[config.mk]
export PLATFORM = sky130hd
export DESIGN_NAME = utopia_phy_cell_port
export DESIGN_NICKNAME = d
export VERILOG_FILES = /design/src/rtl/cell_port_pkg.sv /design/src/rtl/utopia_phy_cell_port.sv
export VERILOG_INCLUDE_DIRS = /design/src /design/src/rtl
export SDC_FILE = /design/constraint.sdc
export NUM_CORES = 2
export LEC_CHECK = 0
export ABC_CLOCK_PERIOD_IN_PS = 5030
export BUFFER_PORTS_ARGS = -buffer_cell sky130_fd_sc_hd__buf_2
export CAP_MARGIN = 20
export CORE_ASPECT_RATIO = 2
export CORE_UTILIZATION = 50
export DETAILED_ROUTE_END_ITERATION = 12
export PLACE_DENSITY = 0.69
export SYNTH_ARGS = -nofsm -noshare
export SYNTH_HDL_FRONTEND = slang
export SYNTH_SLANG_ARGS = --single-unit
[constraint.sdc]
create_clock -name REF_CLK -period 5.03 [get_ports REF_CLK]
set_clock_uncertainty 0.1 [all_clocks]
set_input_delay 0.7545 -clock REF_CLK [delete_from_list [all_inputs] [get_ports REF_CLK]]
set_output_delay 0.7545 -clock REF_CLK [all_outputs]
set_load 0.01 [all_outputs]
[src/rtl/cell_port_consts.svh]
// Constants for the PHY-side cell port
`ifndef CELL_PORT_CONSTS_SVH
`define CELL_PORT_CONSTS_SVH
`define CELL_BYTES        53
`define RX_LINK_MAX_MHZ   40
`define TX_LINK_MIN_MHZ   20
`define TX_LINK_MAX_MHZ   40
`define FIFO_DEPTH_LOG2   7
`define DEFAULT_PHY_ADDR  5'h00
`endif

[src/rtl/cell_port_pkg.sv]
// Types for the PHY-side cell port
package cell_port_pkg;
    typedef enum logic [0:0] {
        HS_BYTE = 1'b0,
        HS_CELL = 1'b1
    } handshake_t;
    typedef logic [7:0] byte_t;
endpackage

[src/rtl/utopia_phy_cell_port.sv]
// PHY-side byte/cell port towards an ATM layer master
//
// Overview of operation
// - Receive bytes are driven out, changing on receive link clock rising edges.
// - Receive start-of-cell is high while a cell's first byte is out.
// - Byte handshake: receive-empty low whenever the receive buffer holds nothing.
// - Cell handshake: cell-available high only with a whole cell buffered.
// - Receive outputs drive two-state or tri-statable according to the mode.
// - Multi-PHY: receive address decides whether this PHY is selected.
// - Transmit bytes sampled on transmit link clock rising edges.
// - Byte handshake: transmit-full low whenever the transmit buffer has no room.
// - Cell handshake: cell room high only with space for a whole cell.
// - Multi-PHY: transmit address decides whether this PHY is selected.
// - multi_phy_select high gives multi-PHY mode, low single-PHY.
`timescale 1ns/10ps
`include "cell_port_consts.svh"

module utopia_phy_cell_port #(
    parameter int       AW       = `FIFO_DEPTH_LOG2,
    parameter int       CELL_LEN = `CELL_BYTES,
    parameter bit [4:0] PHY_ADDR = `DEFAULT_PHY_ADDR
) (
    input  wire logic       REF_CLK,
    input  wire logic       RST_N,
    input  wire logic       CELL_MODE,
    input  wire logic       MULTI_PHY_SELECT,
    input  wire logic       RX_LINK_CLOCK,
    output logic [7:0]      RX_BYTE_BUS,
    output logic [7:0]      RX_BYTE_BUS_OE_N,
    output logic            RX_CELL_START,
    output logic            RX_CELL_START_OE_N,
    output logic            RX_STATUS,
    output logic            RX_STATUS_OE_N,
    input  wire logic       RX_ACCEPT_N,
    input  wire logic [4:0] RX_PHY_SELECT_ADDR,
    input  wire logic [7:0] CORE_RX_BYTE,
    input  wire logic       CORE_RX_SOC,
    input  wire logic       CORE_RX_VALID,
    output logic            CORE_RX_READY,
    input  wire logic       TX_LINK_CLOCK,
    input  wire logic [7:0] TX_BYTE_BUS,
    input  wire logic       TX_CELL_START,
    input  wire logic       TX_VALID_N,
    input  wire logic [4:0] TX_PHY_SELECT_ADDR,
    output logic            TX_STATUS,
    output logic            TX_STATUS_OE_N,
    output logic [7:0]      CORE_TX_BYTE,
    output logic            CORE_TX_SOC,
    output logic            CORE_TX_VALID,
    input  wire logic       CORE_TX_READY
);
    localparam int DEPTH = 1 << AW;

    // Two-flop synchronisers for every pin coming from the link
    logic [1:0] rclk_s_q;
    logic [1:0] tx_link_clock_s_q;
    logic [1:0] racc_s_q;
    logic [1:0] tval_s_q;
    logic [1:0] tx_cell_start_s_q;
    logic [1:0] mode_s_q;
    logic [1:0] mphy_s_q;
    logic [4:0] radd_s1_q;
    logic [4:0] radd_s2_q;
    logic [4:0] tadd_s1_q;
    logic [4:0] tadd_s2_q;
    logic [7:0] tdat_s1_q;
    logic [7:0] tdat_s2_q;
    // Previous sampled link clock levels for edge detection
    logic       rclk_d1_q;
    logic       tx_link_clock_d1_q;

    // Enables reset to idle high so no false transfer follows reset
    always_ff @(posedge REF_CLK) begin
        if (!RST_N) begin
            rclk_s_q <= 2'h0;
            tx_link_clock_s_q <= 2'h0;
            racc_s_q <= 2'h3;
            tval_s_q <= 2'h3;
            tx_cell_start_s_q <= 2'h0;
            mode_s_q <= 2'h0;
            mphy_s_q <= 2'h0;
        end else begin
            rclk_s_q <= {rclk_s_q[0], RX_LINK_CLOCK};
            tx_link_clock_s_q <= {tx_link_clock_s_q[0], TX_LINK_CLOCK};
            racc_s_q <= {racc_s_q[0], RX_ACCEPT_N};
            tval_s_q <= {tval_s_q[0], TX_VALID_N};
            tx_cell_start_s_q <= {tx_cell_start_s_q[0], TX_CELL_START};
            mode_s_q <= {mode_s_q[0], CELL_MODE};
            mphy_s_q <= {mphy_s_q[0], MULTI_PHY_SELECT};
        end
    end

    // Buses are stable around the link edge, so per-bit sync stays coherent
    always_ff @(posedge REF_CLK) begin
        if (!RST_N) begin
            radd_s1_q <= 5'h00;
            radd_s2_q <= 5'h00;
            tadd_s1_q <= 5'h00;
            tadd_s2_q <= 5'h00;
            tdat_s1_q <= 8'h00;
            tdat_s2_q <= 8'h00;
        end else begin
            radd_s1_q <= RX_PHY_SELECT_ADDR;
            radd_s2_q <= radd_s1_q;
            tadd_s1_q <= TX_PHY_SELECT_ADDR;
            tadd_s2_q <= tadd_s1_q;
            tdat_s1_q <= TX_BYTE_BUS;
            tdat_s2_q <= tdat_s1_q;
        end
    end

    // Link clocks are only sampled, never used as clocks
    always_ff @(posedge REF_CLK) begin
        if (!RST_N) begin
            rclk_d1_q <= 1'b0;
            tx_link_clock_d1_q <= 1'b0;
        end else begin
            rclk_d1_q <= rclk_s_q[1];
            tx_link_clock_d1_q <= tx_link_clock_s_q[1];
        end
    end

    wire        rclk_rise = rclk_s_q[1] & ~rclk_d1_q;
    wire        tx_link_clock_rise = tx_link_clock_s_q[1] & ~tx_link_clock_d1_q;
    wire        cell_hs   = (mode_s_q[1] == cell_port_pkg::HS_CELL);
    wire        multi_phy = mphy_s_q[1];
    wire        rx_sel    = !multi_phy || (radd_s2_q == PHY_ADDR);
    wire        tx_sel    = !multi_phy || (tadd_s2_q == PHY_ADDR);

    // Receive buffer: core fills, link drains
    cell_port_pkg::byte_t rx_mem [DEPTH];
    logic                 rx_soc_mem [DEPTH];
    logic [AW:0]          rx_wp_q, rx_rp_q;
    logic [AW:0]          rx_cells_q;
    wire  [AW:0]          rx_cnt   = rx_wp_q - rx_rp_q;
    wire                  rx_full  = rx_cnt[AW];
    wire                  rx_empty = (rx_cnt == '0);
    wire                  rx_push  = CORE_RX_VALID && !rx_full;
    // Whole-cell count rises on a cell's last byte written
    logic [5:0]           rx_wcnt_q;
    wire                  rx_wlast = rx_push && (rx_wcnt_q == 6'(CELL_LEN - 1));
    logic [5:0]           rx_rcnt_q;
    wire                  rx_has_cell  = (rx_cells_q != '0);
    wire                  rx_mid_cell  = (rx_rcnt_q != 6'h00);
    // Cell mode never starts a cell that is not wholly buffered
    wire                  rx_pop   = rclk_rise && !racc_s_q[1] && rx_sel && !rx_empty
                                     && (!cell_hs || rx_has_cell || rx_mid_cell);
    wire                  rx_first_pop = rx_pop && !rx_mid_cell;
    wire                  rx_near_full = (rx_cnt == DEPTH[AW:0] - 1'b1) && rx_push;
    wire                  rx_rlast = rx_pop && (rx_rcnt_q == 6'(CELL_LEN - 1));

    always_ff @(posedge REF_CLK) begin
        if (rx_push) begin
            rx_mem[rx_wp_q[AW-1:0]]     <= CORE_RX_BYTE;
            rx_soc_mem[rx_wp_q[AW-1:0]] <= CORE_RX_SOC;
        end
    end

    always_ff @(posedge REF_CLK) begin
        if (!RST_N) begin
            rx_wp_q    <= '0;
            rx_rp_q    <= '0;
            rx_wcnt_q  <= 6'h00;
            rx_rcnt_q  <= 6'h00;
            rx_cells_q <= '0;
        end else begin
            if (rx_push) begin
                rx_wp_q   <= rx_wp_q + 1'b1;
                rx_wcnt_q <= rx_wlast ? 6'h00 : rx_wcnt_q + 6'h01;
            end
            if (rx_pop) begin
                rx_rp_q   <= rx_rp_q + 1'b1;
                rx_rcnt_q <= rx_rlast ? 6'h00 : rx_rcnt_q + 6'h01;
            end
            // Cell uncounted once its first byte leaves, so in-flight cells finish
            rx_cells_q <= rx_cells_q + {{AW{1'b0}}, rx_wlast}
                          - {{AW{1'b0}}, rx_first_pop};
        end
    end

    // Receive byte, start and status pins update only on a link rising edge
    wire rx_status_d = cell_hs ? rx_has_cell
                               : !rx_empty;    // low means empty
    wire rx_hiz      = multi_phy && !rx_sel;

    always_ff @(posedge REF_CLK) begin
        if (!RST_N) begin
            RX_BYTE_BUS   <= 8'h00;
            RX_CELL_START <= 1'b0;
            RX_STATUS     <= 1'b0;
        end else if (rclk_rise) begin
            if (rx_pop) begin
                RX_BYTE_BUS   <= rx_mem[rx_rp_q[AW-1:0]];
                RX_CELL_START <= rx_soc_mem[rx_rp_q[AW-1:0]];
            end else begin
                RX_CELL_START <= 1'b0;
            end
            RX_STATUS <= rx_status_d;
        end
    end

    // Ready drops one write early since it is registered
    always_ff @(posedge REF_CLK) begin
        if (!RST_N) begin
            CORE_RX_READY <= 1'b0;
        end else begin
            CORE_RX_READY <= !rx_full && !rx_near_full;
        end
    end

    // Two-state in single-PHY mode; release follows the address every
    // cycle, not the link edge, so a deselected PHY frees the lines promptly
    generate
        for (genvar i = 0; i < 8; i++) begin : g_rx_oe
            always_ff @(posedge REF_CLK) begin
                if (!RST_N) begin
                    RX_BYTE_BUS_OE_N[i] <= 1'b1;
                end else begin
                    RX_BYTE_BUS_OE_N[i] <= rx_hiz;
                end
            end
        end
    endgenerate

    always_ff @(posedge REF_CLK) begin
        if (!RST_N) begin
            RX_CELL_START_OE_N <= 1'b1;
            RX_STATUS_OE_N     <= 1'b1;
        end else begin
            RX_CELL_START_OE_N <= rx_hiz;
            RX_STATUS_OE_N     <= rx_hiz;
        end
    end

    // Transmit buffer: link fills, core drains
    cell_port_pkg::byte_t tx_mem [DEPTH];
    logic                 tx_soc_mem [DEPTH];
    logic [AW:0]          tx_wp_q, tx_rp_q;
    wire  [AW:0]          tx_cnt   = tx_wp_q - tx_rp_q;
    wire                  tx_full  = tx_cnt[AW];
    wire  [AW:0]          tx_free  = DEPTH[AW:0] - tx_cnt;
    // Bytes sampled on the link edge; dropped if buffer full (far side ignored status)
    wire                  tx_push  = tx_link_clock_rise && !tval_s_q[1] && tx_sel && !tx_full;
    wire                  tx_pop   = CORE_TX_VALID && CORE_TX_READY;
    wire                  tx_has_data  = (tx_cnt != '0);
    wire                  tx_room_cell = (tx_free >= (AW+1)'(CELL_LEN));
    wire                  tx_status_d  = cell_hs ? tx_room_cell : !tx_full; // low means full, or in cell mode no room for a whole cell
    wire                  tx_hiz       = multi_phy && !tx_sel;

    always_ff @(posedge REF_CLK) begin
        if (tx_push) begin
            tx_mem[tx_wp_q[AW-1:0]]     <= tdat_s2_q;
            tx_soc_mem[tx_wp_q[AW-1:0]] <= tx_cell_start_s_q[1];
        end
    end

    always_ff @(posedge REF_CLK) begin
        if (!RST_N) begin
            tx_wp_q       <= '0;
            tx_rp_q       <= '0;
            CORE_TX_BYTE  <= 8'h00;
            CORE_TX_SOC   <= 1'b0;
            CORE_TX_VALID <= 1'b0;
        end else begin
            if (tx_push) begin
                tx_wp_q <= tx_wp_q + 1'b1;
            end
            // Output register reloads when empty or consumed
            if (!CORE_TX_VALID || CORE_TX_READY) begin
                CORE_TX_VALID <= tx_has_data;
                CORE_TX_BYTE  <= tx_mem[tx_rp_q[AW-1:0]];
                CORE_TX_SOC   <= tx_soc_mem[tx_rp_q[AW-1:0]];
                if (tx_has_data) begin
                    tx_rp_q <= tx_rp_q + 1'b1;
                end
            end
        end
    end

    // Status moves with the link edge so the far side sees it settled
    always_ff @(posedge REF_CLK) begin
        if (!RST_N) begin
            TX_STATUS <= 1'b0;
        end else if (tx_link_clock_rise) begin
            TX_STATUS <= tx_status_d;
        end
    end

    // Release is prompt, like the receive side
    always_ff @(posedge REF_CLK) begin
        if (!RST_N) begin
            TX_STATUS_OE_N <= 1'b1;
        end else begin
            TX_STATUS_OE_N <= tx_hiz;
        end
    end
endmodule

# Word level (Yosys, flattened, before mapping)
# Memories as Yosys holds them, arrays and structs flattened. A register that Yosys moved wholly into a read port is not among the register bits.
# Index checks and enable logic that the tools add are counted.
[op_classes]
n_addsub = 11
order_cmp = 1
eq_ne = 3
muxes = 11
n_bitwise = 4
reduce_logical = 43
[op_table]
columns = ["operator", "count"]
rows = [
  ["$add A8 B1 Y8 const B", 4],
  ["$reduce_bool A8 Y1", 2],
  ["$sub A8 B8 Y8", 2],
  ["$logic_and A1 B1 Y1", 15],
  ["$logic_not A1 Y1", 15],
  ["$mux W7", 2],
  ["$add A6 B1 Y6 const B", 2],
  ["$eq A6 B6 Y1 const B", 2],
  ["$mux W6", 2],
  ["$logic_not A5 Y1", 2],
  ["$add A8 B1 Y8", 1],
  ["$eq A8 B7 Y1 const B", 1],
  ["$ge A8 B6 Y1 const B", 1],
  ["$logic_not A8 Y1", 1],
  ["$sub A8 B1 Y8", 1],
  ["$sub A8 B8 Y8 const A", 1],
  ["$mux W1", 7],
  ["$reduce_bool A6 Y1", 1],
  ["$logic_or A1 B1 Y1", 5],
  ["$reduce_and A2 Y1", 2],
  ["$and A1 B1 Y1", 2],
  ["$not A1 Y1", 2],
]
[totals]
regBits = 111
mem_bits_rw = 2304
input_bits = 38
output_inout_bits = 33
memories = 4
[memory_table]
columns = ["memory", "words", "width", "read_ports", "rd_ports_with_merged_regs", "write_ports", "line", "source"]
rows = [
  ["rx_mem", 128, 8, 1, 1, 1, "utopia_phy_cell_port.sv:131", "cell_port_pkg::byte_t rx_mem [DEPTH];"],
  ["tx_mem", 128, 8, 1, 1, 1, "utopia_phy_cell_port.sv:236", "cell_port_pkg::byte_t tx_mem [DEPTH];"],
  ["rx_soc_mem", 128, 1, 1, 1, 1, "utopia_phy_cell_port.sv:132", "logic rx_soc_mem [DEPTH];"],
  ["tx_soc_mem", 128, 1, 1, 1, 1, "utopia_phy_cell_port.sv:237", "logic tx_soc_mem [DEPTH];"],
]

# Logic depth before layout (Yosys ltp)
[depth]
depth_word = 8
ltp_mapped = 26
depth_no_buf = 23

# Worst setup path before layout
# Ideal clock, no wire load.
[synth_timing]
path_kind = "flip-flop to flip-flop"
from = "reg rx_rp_q[1]"
to = "reg rx_cells_q[6]"
t_arrival_ns = 4.700
setup_slack_ns = 0.102
path_stages_with_launch = 27
synth_period_minus_slack_ns = 4.928
cell_sequence = "dfxtp_1 -> buf_2 -> buf_2 -> buf_2 -> buf_1 -> inv_1 -> fa_1 -> a21o_1 -> a211oi_1 -> nor2_1 -> a211o_1 -> o31ai_4 -> buf_4 -> nor2_1 -> ha_1 -> inv_1 -> ha_1 -> inv_1 -> fa_1 -> inv_1 -> a21oi_1 -> o21bai_1 -> a21oi_1 -> nor2_1 -> nor2_1 -> xor2_1 -> nor2_1"
[synth_via]
elab_chain_len = 7
[synth_lines]
columns = ["element", "line", "source"]
rows = [
  ["from (decl)", "utopia_phy_cell_port.sv:133", "logic [AW:0] rx_wp_q, rx_rp_q;"],
  ["from (signal assigned)", "utopia_phy_cell_port.sv:172", "rx_rp_q <= rx_rp_q + 1'b1;"],
  ["$sub A8 B8 Y8 (*)", "utopia_phy_cell_port.sv:135", "wire [AW:0] rx_cnt = rx_wp_q - rx_rp_q;"],
  ["parallel branches: the longest is 5 deep, another holds $add A8 B1 Y8", "n/a", ""],
  ["$sub A8 B1 Y8 (*)", "utopia_phy_cell_port.sv:177", "- {{AW{1'b0}}, rx_first_pop};"],
  ["to (signal assigned)", "utopia_phy_cell_port.sv:176", "rx_cells_q <= rx_cells_q + {{AW{1'b0}}, rx_wlast}"],
  ["to (decl)", "utopia_phy_cell_port.sv:134", "logic [AW:0] rx_cells_q;"],
]
# Mark *: on every way between the ends.
# A chain may end at the register's enable or synchronous reset.

# Worst setup path after layout
[layout_timing]
from = "reg rx_rp_q[0]"
to = "reg RX_BYTE_BUS[0], read port of rx_mem"
[layout_via]
elab_chain_len = 6
[layout_lines]
columns = ["element", "line", "source"]
rows = [
  ["$sub A8 B8 Y8", "utopia_phy_cell_port.sv:135", ""],
  ["$logic_not A8 Y1", "utopia_phy_cell_port.sv:137", "wire rx_empty = (rx_cnt == '0);"],
  ["$logic_not A1 Y1", "utopia_phy_cell_port.sv:146", "wire rx_pop = rclk_rise && !racc_s_q[1] && rx_sel && !rx_empty"],
  ["$logic_and A1 B1 Y1", "utopia_phy_cell_port.sv:146", ""],
  ["$logic_and A1 B1 Y1", "utopia_phy_cell_port.sv:147", "&& (!cell_hs || rx_has_cell || rx_mid_cell);"],
  ["$reduce_and A2 Y1 (no source line)", "n/a", ""],
  ["to (decl)", "utopia_phy_cell_port.sv:28", "output logic [7:0] RX_BYTE_BUS,"],
]
# Parallel ways exist; a longest one is shown, timed or not.

==> metrics.csv <==
stage,metric,value,unit
global_routing,grt_max_degree,149,
synth,synth-compound-area-share,0.04440,
critical_path,rrSetupSlack,480,ps
global_routing,grt_pass1_vias,50910,
floorplan,rows,226,
synth,synth_top_flop_cell,edfxtp_1,
global_routing,gr-total-overflow,0,
synth,netlist_area,95330,µm²
clocking,cts_buffer_depth,4,
routing,drc_errors,0,
timing,slew_viol_final,0,
floorplan,die_h,619.5,µm
run,max_cap_violations,0,
layout,finalNonFillerCells,7980,
layout,fillers,14270,
synth,synth_xor_xnor_area_share,0.003767,
floorplan,boundaryPins,71,
worst_hold_path,hold_class,input port to register,
routing,first_iter_violations,4400,
synth,synthCells,4973,
critical_path,crit_fanout,82,
floorplan,fp.dieArea,192500,µm²
synth,ys_top_cells_by_area,"edfxtp_1 (73%), mux4_2 (10%), mux2i_1 (3.9%)",
clocking,cts_num_sinks,2439,
synth,synth_nets,5048,
timing,post-route-period-util,0.9037,
clocking,post_cts_buffers,0,
timing,slew-limit-headroom,0.2077,
layout,final_core_util,0.5627,
layout,final_cell_mix,"edfxtp_1 (2,304), mux4_2 (426), nor2_1 (379), mux2i_1 (371), buf_4 (318)",
place,finalWeightedCongestion,0.9635,
critical_path,arrival,5150,ps
synth,synth_warnings,0,
clocking,post_cts_resize_count,0,
timing,fin_hold_ws,82.03,ps
place,dp.cells,7581,
power,power.density,378.3,nW/µm²
synth,muxShareOfSynthArea,0.1411,
synth,syn_avg_cell_area,19.17,µm²
routing,postRouteWirelength,250100,µm
critical_path,r2r_start,rx_rp_q[0]$_SDFFE_PN0N_,
routing,wl_per_cell,31.35,µm
global_routing,grt_first_pass_wirelength,356700,µm
layout,area_growth,11.82,%
clocking,clk_pin_slew,70,ps
synth,synth_cell_type_count,76,
critical_path,worstPathRequired,5640,ps
synth,synth_largest_area_cell,edfxtp_1,
synth,synth-edff-count,2304,
layout,ff_latch_area,71940,µm²
power,peakVddDrop,0.0003761,V
timing,rsz0062_at_grt,no,
synth,synth-adder-area-share,0.005092,
critical_path,crit_type,register to register,
timing,period_minus_slack,4545,ps
power,power_leakage,33.57,nW
floorplan,core-area,189500,µm²
global_routing,grt_use_total,0.2588,
critical_path,worst_setup_path_end_kind,register,
worst_hold_path,hold_start,TX_CELL_START,
layout,multi_input_area,21920,µm²
synth,yosysSeqAreaShare,0.7541,
routing,antenna_left,0,
synth,synthArstFlopShare,0,
status,status,completed,
clocking,cts_tree,built,
timing,fin_tns_setup,0,ps
critical_path,startpoint_type,register,
floorplan,die_x,310.8,µm
layout,final_common_cell,edfxtp_1,
floorplan,start_util,0.5032,
place,dp_hpwl,163600,µm
layout,final_nets,5384,
clocking,clkLatencyLatePin,860,ps
place,io_buffers,70,
timing,finalHoldViolations,0,
synth,synth-simple-area-share,0.03504,
place,place_area,99970,µm²
synth,ys_ff_latch,2439,
routing,num_vias,49310,
timing,worst-slew-pin-transition,1188,ps
critical_path,startpoint,rx_rp_q[0]$_SDFFE_PN0N_,
synth,synth_top_area_share,0.7258,
clocking,cts-hold-fix-buffers,24,
routing,dr.pass1.iters,8,
routing,viasPerCell,6.179,
clocking,cts_buffers,207,
global_routing,antenna_found_initial,8,
timing,setup_viol_count_final,0,
synth,synth_top_family_by_area,multiplexers,
timing,fmax,0.2200,GHz
layout,drive_above_1_share,0.2135,
clocking,cts-root-buf,clkbuf_16,
layout,fin_area,106600,µm²
clocking,htree_levels,4,
-- state kept, by name, indices dropped and copies added (netlist names), 5 cells and up, named ones only --
register	cells
tadd_s1_q	5
rx_soc_mem	128
rx_rcnt_q	6
CORE_TX_BYTE	8
radd_s1_q	5
tx_soc_mem	128
rx_rp_q	8
RX_BYTE_BUS	8
tadd_s2_q	5
tdat_s1_q	8
rx_mem	1024
tx_rp_q	8
rx_cells_q	8
tdat_s2_q	8
radd_s2_q	5
tx_wp_q	8
rx_wp_q	8
rx_wcnt_q	6
tx_mem	1024
-- cells in the mapped netlist (5+ instances only) --
cell type / instances
edfxtp_1: 2304
mux4_2: 426
nor2_1: 382
mux2i_1: 371
o221ai_1: 152
dfxtp_1: 135
a21oi_1: 126
clkbuf_1: 126
nand2_1: 90
buf_2: 81
o22ai_1: 80
o21ai_0: 70
nor3_1: 59
and2_1: 54
buf_4: 44
inv_1: 40
nand3_1: 35
ha_1: 34
xnor2_1: 26
a211oi_1: 23
a22oi_1: 21
buf_1: 20
nor2b_1: 19
a31oi_1: 17
nand2b_1: 16
nand4_1: 16
xor2_1: 15
a221o_1: 13
mux2_2: 13
a221oi_1: 12
buf_6: 11
or3_1: 11
a2111oi_0: 10
a2bb2oi_1: 9
o22a_1: 9
o32ai_1: 9
a21o_1: 6
a22o_1: 6
nor3b_1: 6
nor4_1: 6
and3_1: 5
o211ai_1: 5
-- report_power, final --
group / leakage [nW] / internal, mW / switching (mW) / total [mW]
clock: 3.11 / 8.32 / 7.11 / 15.4
combinational: 8.42 / 0.995 / 1.54 / 2.54
sequential: 22.0 / 22.2 / 0.137 / 22.4
total: 33.6 / 31.5 / 8.79 / 40.3
-- area by class of cell --
cell class	instances	share of cell area
sequential	2439	0.6749
multi-input combinational	2209	0.2057
clock buffer	260	0.05204
tap	2508	0.02944
timing repair buffer	409	0.02878
clock inverter	107	0.007570
inverter	43	0.001514
antenna	5	0.0001174
-- routing by layer --
metal,part of all wire,global-route usage
met5,0,0
met4,0.091,0.2038
met3,0.055,0.03757
met2,0.54,0.4770
met1,0.31,0.2593
-- stage by stage --
stage | setup slack, ps | power [mW]
6_report | 484.6 | 40.32
5_1_grt | 242.3 | 41.31
4_1_cts | 584.6 | 40.53
3_5_place_dp | 586.5 | 25.34
3_3_place_gp | 590.4 | 25.30
2_1_floorplan | 102.0 | 24.37
-- cell families (layout without fill, tap and decap cells) --
| group | Yosys count | after routing |
|---|---|---|
| simple gates | 726 | 726 |
| buf+inv | 325 | 819 |
| compound gates | 595 | 595 |
| flops | 2439 | 2439 |
| fa+ha+maj | 37 | 37 |
| xor+xnor | 41 | 41 |
| other cells | 0 | 5 |
| mux | 810 | 810 |
-- critical path, cell delays in order, from the launching register on --
cell     delay, ps
dfxtp_4        350
buf_4          530
buf_12         520
buf_4          570
mux4_2         580
a221o_1        420
o21ai_0        770
a22o_1         260
o21ai_0         80
-- final timing paths --
kind	to	cells after the start
max reg2reg	RX_BYTE_BUS[0]$_SDFFE_PN0P_	8
min	tx_cell_start_s_q[0]$_SDFF_PN0_	2
min reg2reg	tval_s_q[1]$_SDFF_PN1_	1
max	RX_BYTE_BUS[0]$_SDFFE_PN0P_	8
No activity file was read; power rests on OpenSTA's default activity.
